### config.mk
export PLATFORM = sky130hd
export DESIGN_NAME = lsu_endpoint_regs
export DESIGN_NICKNAME = d
export VERILOG_FILES = /design/src/rtl/lsu_pkg.sv /design/src/rtl/lsu_prescaler.sv /design/src/rtl/lsu_fifo.sv /design/src/rtl/lsu_endpoint_regs.sv
export VERILOG_INCLUDE_DIRS = /design/src /design/src/rtl
export SDC_FILE = /design/constraint.sdc
export NUM_CORES = 1
export LEC_CHECK = 0
export ABC_AREA = 0
export BUFFER_PORTS_ARGS = -buffer_cell sky130_fd_sc_hd__buf_2
export CAP_MARGIN = 20
export CORE_AREA = 2 2 195 159
export DETAILED_ROUTE_END_ITERATION = 10
export DIE_AREA = 0 0 197 161
export PLACE_DENSITY_LB_ADDON = 0.2
export SLEW_MARGIN = 20
export SYNTH_ARGS = -nofsm -noshare
export SYNTH_HDL_FRONTEND = slang
export SYNTH_SLANG_ARGS = --single-unit
### constraint.sdc
create_clock -name mclk -period 2.89 [get_ports mclk]
set_input_delay 0.289 -clock mclk [delete_from_list [all_inputs] [get_ports mclk]]
set_output_delay 0.289 -clock mclk [all_outputs]
set_load 0.005 [all_outputs]
### src/rtl/lsu_map.svh
`ifndef LSU_MAP_SVH
`define LSU_MAP_SVH

// Special function register addresses.
`define LSU_OFS_PRESCALER 8'hE1
`define LSU_OFS_EP1_TX_DATA 8'hE6
`define LSU_OFS_EP0_TX_DATA 8'hE7
`define LSU_OFS_IRQ_STATUS 8'hE8
`define LSU_OFS_IRQ_ENABLE 8'hE9
`define LSU_OFS_EP0_TX_CONTROL 8'hEA
`define LSU_OFS_EP1_TX_CONTROL 8'hEB
`define LSU_OFS_USB_CONTROL 8'hEC
`define LSU_OFS_EP0_STATUS 8'hED
`define LSU_OFS_DEVICE_ADDRESS 8'hEE
`define LSU_OFS_EP0_RX_DATA 8'hEF

// Every register clears to this value.
`define LSU_RESET_BYTE 8'h00

// Token packet identifiers.
`define LSU_PID_SETUP 4'hD
`define LSU_PID_IN 4'h9
`define LSU_PID_OUT 4'h1

// Endpoint-0 status register fields.
`define LSU_STA_EXPECTED_PID 7
`define LSU_STA_SETUP 6
`define LSU_STA_IN 5
`define LSU_STA_OUT 4

// Endpoint-0 transmit control fields.
`define LSU_C0_TX_PID 7
`define LSU_C0_STALL 6
`define LSU_C0_TX_EN 5
`define LSU_C0_RX_EN 4

// Endpoint-1/2 transmit control fields.
`define LSU_C1_TX_PID 7
`define LSU_C1_SELECT 6
`define LSU_C1_TX_EN 5

// Usb control fields.
`define LSU_C2_EP2_EN 3
`define LSU_C2_EP1_EN 2
`define LSU_C2_STALL2 1
`define LSU_C2_STALL1 0

// Interrupt flags set by the transactions.
`define LSU_IS_TX0_DONE 4
`define LSU_IS_RX0_DONE 3
`define LSU_IS_TX1_DONE 2

// Receive buffer shape and the byte count ceiling.
`define LSU_RX_FIFO_WIDTH 8
`define LSU_RX_FIFO_DEPTH 16
`define LSU_COUNT_MAX 4'hF

`endif

### src/rtl/lsu_pkg.sv
package lsu_pkg;

	// Answer that the device gives to a token.
	typedef enum logic [1:0] {
		LSU_RESP_ACK,
		LSU_RESP_NAK,
		LSU_RESP_STALL,
		LSU_RESP_DATA
	} lsu_resp_t;

	// Transaction in progress on the link.
	typedef enum logic [1:0] {
		LSU_TXN_IDLE,
		LSU_TXN_SETUP,
		LSU_TXN_OUT,
		LSU_TXN_IN
	} lsu_txn_t;

endpackage

### src/rtl/lsu_prescaler.sv
`timescale 1ns/1ps
`default_nettype none
`include "lsu_map.svh"

module lsu_prescaler (
	// Clock and reset.
	input wire logic mclk,
	input wire logic rst_n,
	// Divisor and the resulting usb logic tick.
	input wire logic [7:0] divisor,
	output logic tick
);

	// Complete state: half-rate toggle, divide counter and the tick flop.
	typedef struct packed {
		logic half;
		logic [7:0] cnt;
		logic tick;
	} lsu_pre_state_t;

	lsu_pre_state_t s;
	lsu_pre_state_t next_s;

	// Divides by two, then by divisor plus one, giving one tick per period.
	always_comb begin
		next_s = s;
		next_s.tick = 1'b0;
		next_s.half = ~s.half;
		if (s.half) begin
			if (s.cnt >= divisor) begin
				next_s.cnt = 8'h00;
				next_s.tick = 1'b1;
			end else begin
				next_s.cnt = s.cnt + 8'h01;
			end
		end
	end

	// State register.
	always_ff @(posedge mclk or negedge rst_n) begin
		if (!rst_n) begin
			s <= '0;
		end else begin
			s <= next_s;
		end
	end

	assign tick = s.tick;
endmodule
`default_nettype wire

### src/rtl/lsu_fifo.sv
`timescale 1ns/1ps
`default_nettype none

module lsu_fifo #(
	parameter int WIDTH = 8,
	parameter int DEPTH = 16
) (
	// Clock and reset.
	input wire logic mclk,
	input wire logic rst_n,
	// Filling side.
	input wire logic in_valid,
	input wire logic [WIDTH-1:0] in_data,
	output logic in_ready,
	// Draining side.
	output logic out_valid,
	output logic [WIDTH-1:0] out_data,
	input wire logic out_ready
);

	localparam int AW = $clog2(DEPTH);

	// Complete state: storage, pointers and fill level.
	typedef struct packed {
		logic [DEPTH-1:0][WIDTH-1:0] mem;
		logic [AW-1:0] wr;
		logic [AW-1:0] rd;
		logic [AW:0] level;
	} lsu_fifo_state_t;

	lsu_fifo_state_t s;
	lsu_fifo_state_t next_s;
	logic push;
	logic pop;

	// Full and empty follow the fill level exactly.
	assign in_ready = (s.level != DEPTH[AW:0]);
	assign out_valid = (s.level != '0);
	assign out_data = s.mem[s.rd];
	assign push = in_valid && in_ready;
	assign pop = out_valid && out_ready;

	// Stores on push, advances on pop, and tracks the level.
	always_comb begin
		next_s = s;
		if (push) begin
			next_s.mem[s.wr] = in_data;
			next_s.wr = s.wr + 1'b1;
		end
		if (pop) begin
			next_s.rd = s.rd + 1'b1;
		end
		if (push && !pop) begin
			next_s.level = s.level + 1'b1;
		end else if (pop && !push) begin
			next_s.level = s.level - 1'b1;
		end
	end

	// State register.
	always_ff @(posedge mclk or negedge rst_n) begin
		if (!rst_n) begin
			s <= '0;
		end else begin
			s <= next_s;
		end
	end

endmodule
`default_nettype wire

### src/rtl/lsu_endpoint_regs.sv
// Function
// Compare expected data PID with received type
// Setup flag bit 6 on PID 1101
// IN flag bit 5 on IN token
// OUT flag bit 4 on OUT token
// Received byte count in bits 3..0
// Received endpoint-0 bytes read at EFh
// Endpoint-0 transmit byte written at E7h
// Shared endpoint-1/2 transmit byte at E6h
// Usb clock is mclk/2/(prescaler+1)
// Software uses 12/24/36 MHz, prescaler 0/1/2
// Line driver released unless transmitting
// Each data line has single-ended receiver
// Endpoint-0 IN NAKed when disabled or done
// Stall bit answers STALL, setup clears it
// Endpoint-1/2 data PID from software bit
// Endpoint-2 IN NAKed when selector shows endpoint 1
// Status fields update together per transaction
`timescale 1ns/1ps
`default_nettype none
`include "lsu_map.svh"

module lsu_endpoint_regs (
	// Clock and reset.
	input wire logic mclk,
	input wire logic rst_n,
	// Special function register port.
	input wire logic [7:0] sfr_addr,
	input wire logic [7:0] sfr_wdata,
	input wire logic sfr_wr,
	input wire logic sfr_rd,
	output logic [7:0] sfr_rdata,
	// Decoded tokens from the serial engine.
	input wire logic tok_valid,
	input wire logic [3:0] tok_pid,
	input wire logic [3:0] tok_ep,
	// Received data bytes and end of data packet.
	input wire logic rx_valid,
	input wire logic [7:0] rx_byte,
	output logic rx_ready,
	input wire logic rx_end,
	input wire logic rx_data1,
	// End of the whole transaction.
	input wire logic txn_done,
	// Answer to each token.
	output logic resp_valid,
	output lsu_pkg::lsu_resp_t resp_code,
	output logic resp_data1,
	output logic [3:0] resp_count,
	output logic [7:0] tx_ep0_byte,
	output logic [7:0] tx_ep12_byte,
	output logic seq_error,
	// Usb logic clock tick.
	output logic usb_clk_tick,
	// Data line pins and their receivers.
	input wire logic drive_en,
	input wire logic drive_dp,
	input wire logic drive_dm,
	input wire logic line_dp_in,
	input wire logic line_dm_in,
	output logic line_dp_out,
	output logic line_dm_out,
	output logic line_oe_n,
	output logic line_diff,
	output logic line_se_dp,
	output logic line_se_dm,
	output logic line_se0
);

	// Complete state of the block.
	typedef struct packed {
		logic [7:0] prescaler;
		logic [7:0] ep1_tx;
		logic [7:0] ep0_tx;
		logic [7:0] irq_sta;
		logic [7:0] irq_en;
		logic [7:0] ctrl0;
		logic [7:0] ctrl1;
		logic [7:0] ctrl2;
		logic [7:0] status;
		logic [7:0] dev_addr;
		logic [7:0] rdata;
		lsu_pkg::lsu_txn_t txn;
		logic [3:0] pend_ep;
		logic [3:0] pend_cnt;
		logic pend_sent;
		logic pend_ack;
		logic resp_valid;
		lsu_pkg::lsu_resp_t resp_code;
		logic resp_data1;
		logic [3:0] resp_count;
		logic seq_error;
		logic line_diff;
		logic line_se_dp;
		logic line_se_dm;
		logic line_se0;
		logic oe_n;
		logic dp_out;
		logic dm_out;
	} lsu_regs_state_t;

	lsu_regs_state_t s;
	lsu_regs_state_t next_s;

	// Receive buffer wires.
	logic fifo_in_valid;
	logic fifo_in_ready;
	logic fifo_out_valid;
	logic [7:0] fifo_out_data;
	logic fifo_pop;
	logic rx_accept;

	// Divider for the usb logic clock.
	lsu_prescaler u_pre (
		.mclk(mclk),
		.rst_n(rst_n),
		.divisor(s.prescaler),
		.tick(usb_clk_tick)
	);

	// Endpoint-0 receive bytes wait here until software reads them.
	lsu_fifo #(
		.WIDTH(`LSU_RX_FIFO_WIDTH),
		.DEPTH(`LSU_RX_FIFO_DEPTH)
	) u_rx_fifo (
		.mclk(mclk),
		.rst_n(rst_n),
		.in_valid(fifo_in_valid),
		.in_data(rx_byte),
		.in_ready(fifo_in_ready),
		.out_valid(fifo_out_valid),
		.out_data(fifo_out_data),
		.out_ready(fifo_pop)
	);

	// Only endpoint-0 SETUP or OUT data is kept; other bytes are drained away.
	assign rx_accept = (s.pend_ep == 4'h0) &&
		(s.txn == lsu_pkg::LSU_TXN_SETUP || s.txn == lsu_pkg::LSU_TXN_OUT);
	assign fifo_in_valid = rx_valid && rx_accept;
	assign rx_ready = rx_accept ? fifo_in_ready : 1'b1;
	assign fifo_pop = sfr_rd && (sfr_addr == `LSU_OFS_EP0_RX_DATA) && fifo_out_valid;

	// Register writes, token answers, data counting and status commit.
	always_comb begin
		next_s = s;
		next_s.resp_valid = 1'b0;
		// Software writes land first so that hardware events below win.
		if (sfr_wr) begin
			case (sfr_addr)
				`LSU_OFS_PRESCALER: begin
					next_s.prescaler = sfr_wdata;
				end
				`LSU_OFS_EP1_TX_DATA: begin
					next_s.ep1_tx = sfr_wdata;
				end
				`LSU_OFS_EP0_TX_DATA: begin
					next_s.ep0_tx = sfr_wdata;
				end
				`LSU_OFS_IRQ_STATUS: begin
					next_s.irq_sta = sfr_wdata;
				end
				`LSU_OFS_IRQ_ENABLE: begin
					next_s.irq_en = sfr_wdata;
				end
				`LSU_OFS_EP0_TX_CONTROL: begin
					next_s.ctrl0 = sfr_wdata;
				end
				`LSU_OFS_EP1_TX_CONTROL: begin
					next_s.ctrl1 = sfr_wdata;
				end
				`LSU_OFS_USB_CONTROL: begin
					next_s.ctrl2 = {3'b000, sfr_wdata[4:0]};
				end
				`LSU_OFS_EP0_STATUS: begin
					// Only the expected PID bit is writable here.
					next_s.status[`LSU_STA_EXPECTED_PID] = sfr_wdata[`LSU_STA_EXPECTED_PID];
				end
				`LSU_OFS_DEVICE_ADDRESS: begin
					next_s.dev_addr = sfr_wdata;
				end
				default: begin
				end
			endcase
		end
		// Reads are captured into the data flop; unmapped addresses read zero.
		if (sfr_rd) begin
			case (sfr_addr)
				`LSU_OFS_PRESCALER: next_s.rdata = s.prescaler;
				`LSU_OFS_EP1_TX_DATA: next_s.rdata = s.ep1_tx;
				`LSU_OFS_EP0_TX_DATA: next_s.rdata = s.ep0_tx;
				`LSU_OFS_IRQ_STATUS: next_s.rdata = s.irq_sta;
				`LSU_OFS_IRQ_ENABLE: next_s.rdata = s.irq_en;
				`LSU_OFS_EP0_TX_CONTROL: next_s.rdata = s.ctrl0;
				`LSU_OFS_EP1_TX_CONTROL: next_s.rdata = s.ctrl1;
				`LSU_OFS_USB_CONTROL: next_s.rdata = s.ctrl2;
				`LSU_OFS_EP0_STATUS: next_s.rdata = s.status;
				`LSU_OFS_DEVICE_ADDRESS: next_s.rdata = s.dev_addr;
				`LSU_OFS_EP0_RX_DATA: next_s.rdata = fifo_out_valid ? fifo_out_data : 8'h00;
				default: next_s.rdata = 8'h00;
			endcase
		end
		// A SETUP, OUT or IN token opens a transaction and is answered on the next cycle.
		if (tok_valid) begin
			next_s.pend_ep = tok_ep;
			next_s.pend_cnt = 4'h0;
			next_s.resp_valid = 1'b1;
			next_s.resp_data1 = 1'b0;
			next_s.resp_count = 4'h0;
			next_s.resp_code = lsu_pkg::LSU_RESP_STALL;
			case (tok_pid)
				`LSU_PID_SETUP: begin
					next_s.txn = lsu_pkg::LSU_TXN_SETUP;
					next_s.resp_code = lsu_pkg::LSU_RESP_ACK;
					if (tok_ep == 4'h0) begin
						next_s.ctrl0[`LSU_C0_STALL] = 1'b0;
					end
				end
				`LSU_PID_OUT: begin
					next_s.txn = lsu_pkg::LSU_TXN_OUT;
					if (tok_ep == 4'h0) begin
						if (s.ctrl0[`LSU_C0_STALL]) begin
							next_s.resp_code = lsu_pkg::LSU_RESP_STALL;
						end else if (!s.ctrl0[`LSU_C0_RX_EN] || s.irq_sta[`LSU_IS_RX0_DONE]) begin
							next_s.resp_code = lsu_pkg::LSU_RESP_NAK;
						end else begin
							next_s.resp_code = lsu_pkg::LSU_RESP_ACK;
						end
					end
				end
				`LSU_PID_IN: begin
					next_s.txn = lsu_pkg::LSU_TXN_IN;
					if (tok_ep == 4'h0) begin
						if (s.ctrl0[`LSU_C0_STALL]) begin
							next_s.resp_code = lsu_pkg::LSU_RESP_STALL;
						end else if (!s.ctrl0[`LSU_C0_TX_EN] || s.irq_sta[`LSU_IS_TX0_DONE]) begin
							next_s.resp_code = lsu_pkg::LSU_RESP_NAK;
						end else begin
							next_s.resp_code = lsu_pkg::LSU_RESP_DATA;
							next_s.resp_data1 = s.ctrl0[`LSU_C0_TX_PID];
							next_s.resp_count = s.ctrl0[3:0];
						end
					end else if (tok_ep == 4'h1) begin
						if (s.ctrl2[`LSU_C2_STALL1]) begin
							next_s.resp_code = lsu_pkg::LSU_RESP_STALL;
						end else if (!s.ctrl2[`LSU_C2_EP1_EN] || !s.ctrl1[`LSU_C1_TX_EN] ||
							s.irq_sta[`LSU_IS_TX1_DONE]) begin
							next_s.resp_code = lsu_pkg::LSU_RESP_NAK;
						end else begin
							next_s.resp_code = lsu_pkg::LSU_RESP_DATA;
							next_s.resp_data1 = s.ctrl1[`LSU_C1_TX_PID];
							next_s.resp_count = s.ctrl1[3:0];
						end
					end else if (tok_ep == 4'h2) begin
						if (s.ctrl2[`LSU_C2_STALL2]) begin
							next_s.resp_code = lsu_pkg::LSU_RESP_STALL;
						end else if (!s.ctrl2[`LSU_C2_EP2_EN] || !s.ctrl1[`LSU_C1_TX_EN] ||
							s.irq_sta[`LSU_IS_TX1_DONE] || !s.ctrl1[`LSU_C1_SELECT]) begin
							next_s.resp_code = lsu_pkg::LSU_RESP_NAK;
						end else begin
							next_s.resp_code = lsu_pkg::LSU_RESP_DATA;
							next_s.resp_data1 = s.ctrl1[`LSU_C1_TX_PID];
							next_s.resp_count = s.ctrl1[3:0];
						end
					end
				end
				default: begin
					next_s.resp_valid = 1'b0;
				end
			endcase
			next_s.pend_sent = (next_s.resp_code == lsu_pkg::LSU_RESP_DATA);
			next_s.pend_ack = (next_s.resp_code == lsu_pkg::LSU_RESP_ACK);
		end
		// Count bytes taken into the buffer, saturating at the field maximum.
		if (fifo_in_valid && fifo_in_ready && s.pend_cnt != `LSU_COUNT_MAX) begin
			next_s.pend_cnt = s.pend_cnt + 4'h1;
		end
		// The data packet type is checked against the expected PID bit.
		if (rx_end && rx_accept) begin
			next_s.seq_error = (rx_data1 != s.status[`LSU_STA_EXPECTED_PID]);
		end
		// Flags and count for endpoint 0 are committed in one step.
		if (txn_done && s.txn != lsu_pkg::LSU_TXN_IDLE) begin
			if (s.pend_ep == 4'h0) begin
				next_s.status[`LSU_STA_SETUP] = (s.txn == lsu_pkg::LSU_TXN_SETUP);
				next_s.status[`LSU_STA_IN] = (s.txn == lsu_pkg::LSU_TXN_IN);
				next_s.status[`LSU_STA_OUT] = (s.txn == lsu_pkg::LSU_TXN_OUT);
				next_s.status[3:0] = s.pend_cnt;
				if (s.pend_sent) begin
					next_s.irq_sta[`LSU_IS_TX0_DONE] = 1'b1;
				end
				if (s.pend_ack) begin
					next_s.irq_sta[`LSU_IS_RX0_DONE] = 1'b1;
				end
			end else if (s.pend_sent) begin
				next_s.irq_sta[`LSU_IS_TX1_DONE] = 1'b1;
			end
			next_s.txn = lsu_pkg::LSU_TXN_IDLE;
		end
		// Pins: the driver is released whenever nothing is being sent.
		next_s.oe_n = ~drive_en;
		next_s.dp_out = drive_en & drive_dp;
		next_s.dm_out = drive_en & drive_dm;
		// Each line is sampled on its own as well as differentially.
		next_s.line_diff = line_dp_in & ~line_dm_in;
		next_s.line_se_dp = line_dp_in;
		next_s.line_se_dm = line_dm_in;
		next_s.line_se0 = ~line_dp_in & ~line_dm_in;
	end

	// State register; every field clears on reset except oe_n, which is set to release the driver.
	always_ff @(posedge mclk or negedge rst_n) begin
		if (!rst_n) begin
			s <= '0;
			s.oe_n <= 1'b1;
		end else begin
			s <= next_s;
		end
	end

	// Outputs straight from the state flops.
	assign sfr_rdata = s.rdata;
	assign resp_valid = s.resp_valid;
	assign resp_code = s.resp_code;
	assign resp_data1 = s.resp_data1;
	assign resp_count = s.resp_count;
	assign tx_ep0_byte = s.ep0_tx;
	assign tx_ep12_byte = s.ep1_tx;
	assign seq_error = s.seq_error;
	assign line_dp_out = s.dp_out;
	assign line_dm_out = s.dm_out;
	assign line_oe_n = s.oe_n;
	assign line_diff = s.line_diff;
	assign line_se_dp = s.line_se_dp;
	assign line_se_dm = s.line_se_dm;
	assign line_se0 = s.line_se0;
endmodule
`default_nettype wire

==> results.md, run 1 <==
* Slew HR at roughly 44%
* Final period util at 95.0%
* Largest family of logic cells by synthesized area: multiplexers
* First drt pass iteration count at 5
* Slew Viols, Final at 0
* Hpwl dp at ~22000 um
* Worst slack, placed at -0.0487 ns
* Psw at 2.23 mW
* Filler cell count at 2643
* Die Footprint at roughly 32000 um^2
* Synth async-reset ratio at 100%
* Synth area leaders: dfrtp_1, mux2_2, mux4_2
* GR Overflow Total at 0
* Mux share of post-synthesis cell area at between 20% and 30%
* Critical Path Sink Type: register
* Required @ worst endpoint at roughly 3.3 ns
* Combinational Power Share at 12.3%
* Final Skew at 0.0103 ns
* H-Tree Depth at 1
* Max-cap check violation count at 0
* Latest clock arrival within the worst-skew pair at 0.54 ns
* Ratio of cells with drive above 1 in the final layout at slightly above 40%
* DRC at 0
* CP peak stage delay at roughly 0.57 ns
* Post-synth EDFFs at 0
* Fmax at between 300 and 400 MHz
* Area fraction in and, or, nand and nor cells after synthesis at approximately 8.8%
* Fin. Hold Viols at 0
* Post-DRT Antenna Nets at 0
* Core ar. at 29800 um^2
* Core Rows at 57
* Arr. time, crit path at 3.20 ns
* Placed cells at roughly 1.4k
* Die Y at ~160 um
* Clk pin slew, worst setup/hold paths at 0.06 ns
* Largest net degree at the start of global routing at just over 90
* CP max stage cell: or4_4
* Clock share of power at about two fifths
* Outcome: finished, final reports clean
* Inserted Diodes at 0
* Setup ws final at 0.145 ns
* Leading cell type in the layout, fill and taps excluded: dfrtp_1
* Longest Clk Path Bufs at 3
* Slew @ Worst Pin at around 0.84 ns
* Synth Warn # at 0
* Post-layout nets at between 1k and 1.5k
* XOR/XNOR Fraction of Synth Area at less than 1%
* Syn avg cell area at about 13 um^2
* Setup violations, final at 0
* Top Ports at 88
* Share of the synthesized area in the top cell type at a little over 50%
* Final std cells w/o fill at ~1.5k
* Yosys top cell by area: dfrtp_1
* Initial Util at a little over two fifths
* Min Tclk post-route at about 2.7 ns
* Yosys reg bits at between 200 and 300
* Crit-path leading delay family: simple AND/OR/NAND/NOR gates
* Post-Syn Area at approximately 13000 um^2
* Final Util at 49.4%
* Critical Path Fanout Max at 5
* Count of cell types in the netlist at 76
* Final setup TNS at 0 ns
* Synth Flop Type: dfrtp_1
* RSZ-0062 raised after global routing: false
* Initial antenna violation count at 0
* Clock root buffer: clkbuf_16
* Seq/Total Area, Yosys at roughly half
* Share of power burned in registers at between 40% and 50%
* Crit start category: register
* Max rail drop VDD at about 0.40 mV
* Internal power at roughly 6.4 mW
* Synth Area in Compound Gates at between 6 and 7%
* Final wirelength at 31800 um
* CTS tree: yes
* PortBufs at 87
* Vias in the first global route at approximately 8.5k
* Vias per cell at ~5.7
* Die Wd at slightly below 200 um
* DR iter-0 viols at roughly 600
* Setup CP Type: reg2reg
* Routed len/inst at ~21 um
* CTS Buf Count at 28
* Synth Net Count at 1066
* Gate Count Post-Synth at about 1000
* RePlAce Congestion at between 0.8 and 0.9
* Bufs and invs on worst path at 2
* Global-route wire length before repair at between 50000 and 60000 um
* Static Leak at just over 7 nW
* Commonest non-fill, non-tap cells in the layout: dfrtp_1, mux2_2, buf_2
* GRT Util Overall at 20.4%
* Sw frac at 25.7%
* Crit path cell chain: or4_4 > o2111ai_4 > inv_2 > ha_1 > inv_2 > ha_1 > a21o_1 > a21oi_2 > xnor2_1 > nor2_1 > xnor2_1
* Clk sinks at around 260
* Power per cell area at ~600 nW/um^2
* Tot Pwr at slightly below 9 mW
* Layout Area Growth over Synthesis at 13.6%
* Hold crit path type: in2reg
* Adder-Cell Fraction of Synth Area at around 2.4%
* Vias at around 8.4k
[power groups by stage]
| stage | Clock, mW | Sequential, mW | Combinational (mW) |
|---|---|---|---|
| 3_3_place_gp | 0 | 4.14 | 0.996 |
| 2_1_floorplan | 0 | 4.07 | 0.694 |
| 6_report | 3.51 | 4.09 | 1.07 |
| 4_1_cts | 3.60 | 4.08 | 1.03 |
| 5_1_grt | 3.75 | 4.12 | 1.19 |
| 3_5_place_dp | 0 | 4.15 | 1.01 |
[through the flow]
step	instance area [um^2]	hold WS, ns
final	14700	0.0498
after global placement	13700	0.372
after floorplan	13000	-0.00659
after detailed placement	13700	0.367
after global routing	14700	0.0635
after CTS	14700	0.0303
[cells in the mapped netlist, types with 22 or more instances]
master    count
a21oi_1      22
buf_4        30
clkbuf_1     31
dfrtp_1     263
ha_1         23
inv_1        25
mux2_2      211
mux4_2       33
nand2_1      50
nand3_1      25
nor2_1       30
[sequential cells by signal, indices dropped and copies added, names as in the netlist, 2 cells and up]
register,cells
u_rx_fifo.s,141
s,73
u_pre.s,9
sfr_rdata,8
tx_ep0_byte,8
tx_ep12_byte,8
resp_count,4
resp_code,2
[worst paths after layout]
| kind | cells after the start | startpoint | slack (ns) | to |
|---|---|---|---|---|
| setup / recovery | 11 | u_rx_fifo.s[1]$_DFFE_PN0P_ | 0.14 | u_rx_fifo.s[4]$_DFFE_PN0P_ |
| hold / removal | 3 | rx_data1 | 0.05 | seq_error$_DFFE_PN0P_ |
| setup reg to reg | 11 | u_rx_fifo.s[1]$_DFFE_PN0P_ | 0.14 | u_rx_fifo.s[4]$_DFFE_PN0P_ |
| hold reg to reg | 2 | seq_error$_DFFE_PN0P_ | 0.47 | seq_error$_DFFE_PN0P_ |
| max in group asynchronous | 3 | rst_n | 1.67 | u_rx_fifo.s[81]$_DFFE_PN0P_ |
| min in group asynchronous | 2 | rst_n | 0.35 | u_pre.s[2]$_DFFE_PN0P_ |
[tightest hold or removal path, delay by kind of cell]
kind,cells,cell delay [ns]
buffers and inverters,1,0.08
xor gates and xnor gates,1,0.10
AOI/OAI and AO/OA,1,0.06
[repair_timing]
| action | CTS | global route |
|---|---|---|
| resized for setup | 1 | 6 |
| hold buffers | 6 | 0 |
| setup endpoints to repair | 1 | 2 |
| pin swaps | 0 | 2 |
| endpoints found under the hold margin | 91 | 0 |
| setup buffers | 0 | 4 |
[per-layer routing]
layer  vias to the layer above  global-route usage, %  wire (um)
met5                         -                      0          0
met4                         0                   3.86        538
met3                        40                   3.19       1460
met2                       210                   29.1      13300
met1                      4286                   32.7      16500
li1                       3827                      -          -
[kinds of logic after synthesis]
| family | Yosys count |
|---|---|
| compound gates | 123 |
| xor+xnor | 14 |
| fa+ha+maj | 24 |
| buf+inv | 105 |
| flops | 264 |
| mux | 267 |
| simple gates | 199 |
[final cells by class]
class	count	area, um^2	share of cell area [%]
multi-input cells	627	5830	39.6
repair buffers	131	816	5.54
well taps	383	479	3.26
inverters	27	101	0.688
clock inverters	5	50.0	0.340
flip-flops and latches	264	6610	44.9
clock buffers	43	838	5.69
No activity file was read; power rests on OpenSTA's default activity.
==> inputs of run 2 (changes only) <==
- SETUP_SLACK_MARGIN: not set -> 0.5
==> results.md, run 2 (same netlist as run 1, synthesis figures left out) <==
* Critical Path Fanout Max at 4 (was 5)
* GR Layer Usage met2 at 28.3% (was 29.1%)
* Top Ports at 88 (unchanged)
* Final setup TNS at 0 ns (unchanged)
* Reg2Reg Setup Slack at 0.36 ns (was 0.14 ns)
* WHS at 0.0384 ns (was 0.0498 ns)
* Global-route wire length before repair at 50100 um (was 50300 um)
* Max-cap check violation count at 0 (unchanged)
* Hold Path Cell Cnt at 3 (unchanged)
* Vias in the first global route at 8433 (was 8452)
* Final Skew at 0.0238 ns (was 0.0103 ns)
* Reg2Reg Depth at 11 (unchanged)
* Vias at 8292 (was 8363)
* H-Tree Depth at 1 (unchanged)
* Latest clock arrival within the worst-skew pair at 0.54 ns (about the same)
* Leading cell type in the layout, fill and taps excluded: dfrtp_1 (unchanged)
* Ratio of cells with drive above 1 in the final layout at 41.9% (was 40.6%)
* Min Tclk post-route at 2.53 ns (was 2.75 ns)
* Slew Viols, Final at 0 (unchanged)
* CP max stage cell: or4_4 (unchanged)
* Biggest regs: u_rx_fifo.s x141, s x73, u_pre.s x9 (unchanged)
* Die Wd at 197 um (unchanged)
* Core ar. at 29800 um^2 (unchanged)
* Clock root buffer: clkbuf_16 (unchanged)
* DRC at 0 (unchanged)
* Fmax at 396 MHz (was 364 MHz)
* Post-DRT Antenna Nets at 0 (unchanged)
* Arr. time, crit path at 2.96 ns (was 3.20 ns)
* RePlAce Congestion at 0.843 (was 0.849)
* Max rail drop VDD at 0.434 mV (was 0.404 mV)
* Fin. Hold Viols at 0 (unchanged)
* Min-delay src: rx_data1 (unchanged)
* GR Overflow Total at 0 (unchanged)
* Final period util at 87.4% (was 95.0%)
* Biggest register: u_rx_fifo.s (unchanged)
* RSZ-0062 raised after global routing: true (was false)
* Crit start category: register (unchanged)
* Hpwl dp at 21800 um (was 22400 um)
* Vias per cell at 5.59 (was 5.65)
* Bufs and invs on worst path at 2 (unchanged)
* Clk sinks at 264 (unchanged)
* Worst r2r src: u_rx_fifo.s[0]$_DFFE_PN0P_ (was u_rx_fifo.s[1]$_DFFE_PN0P_)
* CP peak stage delay at 0.56 ns (was 0.57 ns)
* Layout Area Growth over Synthesis at 15.9% (was 13.6%)
* Hold Path Sink: seq_error$_DFFE_PN0P_ (unchanged)
* Static Leak at 7.11 nW (was 7.13 nW)
* Routed len/inst at 21.2 um (was 21.5 um)
* Crit-path leading delay family: simple AND/OR/NAND/NOR gates (unchanged)
* CTS Buf Count at 28 (unchanged)
* GRT Util Overall at 20.3% (was 20.4%)
* CTS tree: yes (unchanged)
* Slew HR at 16.3% (was 43.9%)
* Initial Util at 43.5% (unchanged)
* DR iter-0 viols at 494 (was 605)
* Clk pin slew, worst setup/hold paths at 0.07 ns (was 0.06 ns)
* Required @ worst endpoint at 3.32 ns (was 3.34 ns)
* Most used routing layer: met1 (unchanged)
* Setup violations, final at 0 (unchanged)
* M1 GR Usage at 33.0% (was 32.7%)
* Die Y at 161 um (unchanged)
* Slew @ Worst Pin at 1.25 ns (was 0.839 ns)
* Crit path cell chain: or4_4 > o2111ai_4 > inv_2 > ha_4 > inv_4 > ha_4 > a21o_1 > a21oi_2 > xnor2_1 > nor2_1 > xnor2_1 (was or4_4 > o2111ai_4 > inv_2 > ha_1 > inv_2 > ha_1 > a21o_1 > a21oi_2 > xnor2_1 > nor2_1 > xnor2_1)
* Final wirelength at 31400 um (was 31800 um)
* Core Rows at 57 (unchanged)
* Largest register FFs at 141 (unchanged)
* Commonest non-fill, non-tap cells in the layout: dfrtp_1, mux2_2, buf_2 (unchanged)
* Longest Clk Path Bufs at 3 (unchanged)
* Largest net degree at the start of global routing at 81 (was 92)
* First drt pass iteration count at 5 (unchanged)
* PortBufs at 87 (unchanged)
* Post-layout nets at 1148 (was 1149)
* Met3 GRT Util at 2.67% (was 3.19%)
* Die Footprint at 31700 um^2 (unchanged)
* Inserted Diodes at 0 (unchanged)
* Outcome: finished, final reports clean (unchanged)
* Power per cell area at 602 nW/um^2 (was 589 nW/um^2)
* Hold crit path type: in2reg (unchanged)
* Setup CP Type: reg2reg (unchanged)
* Initial antenna violation count at 0 (unchanged)
* R2R Path End: u_rx_fifo.s[4]$_DFFE_PN0P_ (unchanged)
* Critical Path Sink Type: register (unchanged)
[run 2: changes by cell type in the layout (fill, tap and decap cells not counted), moves of 2 or more]
cell	before	now
buf_4	36	31
clkbuf_1	8	3
nand2_8	0	12
ha_1	23	21
nand2_2	3	1
buf_12	2	6
and2_4	2	4
clkinv_2	4	9
bufinv_16	1	3
ha_4	0	2
nand2_4	9	0
[run 2: timing repair]
action                                  in CTS  in global routing
endpoints found under the setup margin     133                132
pin swaps                                    5                  4
buffers inserted                             4                  3
hold buffers                                 6                  0
resized for setup                           13                 14
endpoints found under the hold margin       82                  0
[run 2: worst min-delay path: cells and delay by family]
family,cells,cell delay (ns)
buffers and inverters,1,0.08
AO/OA/AOI/OAI,1,0.06
XOR/XNOR,1,0.09
[run 2: stage by stage]
stage	cells	cell area (um^2)	total power [mW]	worst slack (ns)	utilization [%]
finish	1483	15000	9.04	0.363	50.4
global route	1483	15000	9.42	0.277	50.4
CTS	1480	14900	9.08	0.383	49.9
detailed placement	1418	13800	5.21	0.241	46.2
global placement	1418	13800	5.19	0.267	46.2
floorplan	996	13000	4.80	0.356	-
[run 2: routing by layer]
layer | vias to the layer above | wire length, um | share of wire [%]
li1 | 3800 | - | -
met1 | 4259 | 16100 | 51
met2 | 195 | 13100 | 42
met3 | 38 | 1450 | 4.6
met4 | 0 | 742 | 2.4
met5 | - | 0 | 0
[run 2: report_power, final]
group / internal, mW / switching (mW) / total [mW]
registers: 3.90 / 0.192 / 4.09
logic: 0.528 / 0.659 / 1.19
clock network: 2.27 / 1.50 / 3.77
[run 2: worst max-delay path by stage]
stage / start / to / slack (ns) / depth (start not counted)
2_1_floorplan: u_rx_fifo.s[2]$_DFFE_PN0P_ / u_rx_fifo.s[4]$_DFFE_PN0P_ / 0.36 / 12
3_3_place_gp: u_rx_fifo.s[0]$_DFFE_PN0P_ / u_rx_fifo.s[4]$_DFFE_PN0P_ / 0.27 / 11
3_5_place_dp: u_rx_fifo.s[0]$_DFFE_PN0P_ / u_rx_fifo.s[4]$_DFFE_PN0P_ / 0.24 / 11
4_1_cts: u_rx_fifo.s[0]$_DFFE_PN0P_ / u_rx_fifo.s[4]$_DFFE_PN0P_ / 0.38 / 11
5_1_grt: u_rx_fifo.s[1]$_DFFE_PN0P_ / u_rx_fifo.s[4]$_DFFE_PN0P_ / 0.28 / 11
6_report: u_rx_fifo.s[0]$_DFFE_PN0P_ / u_rx_fifo.s[4]$_DFFE_PN0P_ / 0.36 / 11
[run 2: cell type report]
cell class                      instances  area (um^2)
Clock buffer                           39          833
Multi-Input combinational cell        627         5990
Clock inverter                         13          143
Fill cell                            2636        14800
Timing Repair Buffer                  130          858
Inverter                               27          104
Sequential cell                       264         6610
Tap cell                              383          479
==> inputs of run 3 (changes only) <==
- CAP_MARGIN: 20 -> not set
- CTS_BUF_LIST: not set -> sky130_fd_sc_hd__clkbuf_2 sky130_fd_sc_hd__clkbuf_4 sky130_fd_sc_hd__clkbuf_8
==> results.md, run 3 (same netlist as run 1, synthesis figures left out) <==
* CP peak stage delay at 0.64 ns (was 0.56 ns)
* Longest Clk Path Bufs at 3 (unchanged)
* First drt pass iteration count at 5 (unchanged)
* Seq. cell area at 6610 um^2 (unchanged)
* Final Util at 50.4% (about the same)
* Fin. Hold Viols at 0 (unchanged)
* Final period util at 86.5% (was 87.4%)
* GRT Util Overall at 20.8% (was 20.3%)
* Setup ws final at 0.390 ns (was 0.363 ns)
* H-Tree Depth at 2 (was 1)
* Largest register FFs at 141 (unchanged)
* Worst slack, placed at 0.241 ns (unchanged)
* Clock root buffer: clkbuf_8 (was clkbuf_16)
* Tot Pwr at 8.80 mW (was 9.04 mW)
* Bufs and invs on worst path at 1 (was 2)
* Slew HR at 26.0% (was 16.3%)
* Inserted Diodes at 0 (unchanged)
* Routed len/inst at 20.9 um (was 21.2 um)
* Ratio of cells with drive above 1 in the final layout at 43.8% (was 41.9%)
* Final Skew at 0.0183 ns (was 0.0238 ns)
* Power per cell area at 585 nW/um^2 (was 602 nW/um^2)
* Static Leak at 7.20 nW (was 7.11 nW)
* RePlAce Congestion at 0.843 (unchanged)
* Hold crit path type: in2reg (unchanged)
* RSZ-0062 raised after global routing: true (unchanged)
* Required @ worst endpoint at 3.33 ns (was 3.32 ns)
* CTS Buf Count at 45 (was 28)
* Vias per cell at 5.57 (was 5.59)
* Max rail drop VDD at 0.283 mV (was 0.434 mV)
* Die Wd at 197 um (unchanged)
* Vias in the first global route at 8700 (was 8433)
* Initial antenna violation count at 1 (was 0)
* Filler cell count at 2691 (was 2636)
* Min Tclk post-route at 2.50 ns (was 2.53 ns)
* Max-cap check violation count at 0 (unchanged)
* Outcome: finished, final reports clean (unchanged)
* GR Overflow Total at 0 (unchanged)
* Arr. time, crit path at 2.93 ns (was 2.96 ns)
* Commonest non-fill, non-tap cells in the layout: dfrtp_1, mux2_2, buf_2 (unchanged)
* DRC at 0 (unchanged)
* Fmax at 400 MHz (was 396 MHz)
* Core Rows at 57 (unchanged)
* Setup CP Type: reg2reg (unchanged)
* Layout Area Growth over Synthesis at 16.1% (was 15.9%)
* Hpwl dp at 21800 um (unchanged)
* Core ar. at 29800 um^2 (unchanged)
* Latest clock arrival within the worst-skew pair at 0.56 ns (was 0.54 ns)
* Slew Viols, Final at 0 (unchanged)
* PortBufs at 87 (unchanged)
* Initial Util at 43.5% (unchanged)
* Post-DRT Antenna Nets at 0 (unchanged)
* CTS tree: yes (unchanged)
* Post-layout nets at 1172 (was 1148)
* Biggest register: u_rx_fifo.s (unchanged)
* Die Footprint at 31700 um^2 (unchanged)
* Multi-input logic area at 5990 um^2 (about the same)
* Leading cell type in the layout, fill and taps excluded: dfrtp_1 (unchanged)
* CP max stage cell: o2111ai_1 (was or4_4)
* Global-route wire length before repair at 50800 um (was 50100 um)
* Die Y at 161 um (unchanged)
* Crit start category: register (unchanged)
* Critical Path Sink Type: register (unchanged)
* Setup violations, final at 0 (unchanged)
* Largest net degree at the start of global routing at 81 (unchanged)
* Vias at 8447 (was 8292)
* Biggest regs: u_rx_fifo.s x141, s x73, u_pre.s x9 (unchanged)
* Slew @ Worst Pin at 1.11 ns (was 1.25 ns)
* Clk pin slew, worst setup/hold paths at 0.06 ns (was 0.07 ns)
* Final wirelength at 31700 um (was 31400 um)
* DR iter-0 viols at 504 (was 494)
* Clk sinks at 264 (unchanged)
* Crit-path leading delay family: compound AO/OA/AOI/OAI gates (was simple AND/OR/NAND/NOR gates)
* Final setup TNS at 0 ns (unchanged)
* Top Ports at 88 (unchanged)
* Crit path cell chain: or4_4 > buf_4 > o2111ai_1 > nor3_1 > a311oi_1 > a21oi_1 (was or4_4 > o2111ai_4 > inv_2 > ha_4 > inv_4 > ha_4 > a21o_1 > a21oi_2 > xnor2_1 > nor2_1 > xnor2_1)
* Critical Path Fanout Max at 6 (was 4)
==> run 3: worst paths after layout <==
kind                                             start                           to  slack [ns]  cells past startpoint
min                                             rx_end        seq_error$_DFFE_PN0P_        0.05                      3
min in group asynchronous                        rst_n       u_pre.s[4]$_DFFE_PN0P_        0.32                      2
max                         u_rx_fifo.s[2]$_DFFE_PN0P_     sfr_rdata[3]$_DFFE_PN0P_        0.39                      6
max in group asynchronous                        rst_n  u_rx_fifo.s[49]$_DFFE_PN0P_        1.78                      3
max reg2reg                 u_rx_fifo.s[2]$_DFFE_PN0P_     sfr_rdata[3]$_DFFE_PN0P_        0.39                      6
min reg2reg                u_rx_fifo.s[64]$_DFFE_PN0P_  u_rx_fifo.s[64]$_DFFE_PN0P_        0.49                      1
==> run 3: stage by stage <==
step | area [um^2] | hold WS, ns | instances
2_1_floorplan | 13000 | -0.00659 | 996
3_3_place_gp | 13800 | 0.342 | 1418
3_5_place_dp | 13800 | 0.343 | 1418
4_1_cts | 14900 | 0.00965 | 1511
5_1_grt | 15000 | 0.0260 | 1517
6_report | 15000 | 0.0550 | 1517
==> run 3: power breakdown <==
group	switching [mW]	internal, mW
Clock	1.53	1.98
Combinational	0.666	0.544
Sequential	0.185	3.90
==> run 3: cell type report <==
class	instances	area share (%)
multi-input combinational	627	39.8
timing repair buffer	137	6.07
inverter	27	0.691
sequential	264	44.0
clock inverter	8	0.283
tap	383	3.19
clock buffer	71	6.00
==> run 3: worst register-to-register path, delay by kind of cell, from the launching register on <==
kind / cells / cell delay [ns]
DFF: 1 / 0.41
AOI/OAI and AO/OA: 3 / 1.03
and+or+nand+nor: 2 / 0.78
buffers and inverters: 1 / 0.16
==> run 3: timing repair <==
item	CTS	global route
endpoints found under the setup margin	134	124
hold buffers	7	0
buffers inserted	7	6
gates resized for setup	14	13
hold endpoints to repair	83	0
pin swaps	12	14
==> run 3: metal layers <==
metal | up-vias | part of all wire [%] | GRT usage, %
met4 | 2 | 2.1 | 6.49
met1 | 4338 | 51 | 32.7
li1 | 3856 | - | -
met5 | - | 0.035 | 0
met3 | 51 | 4.9 | 4.03
met2 | 200 | 42 | 28.8
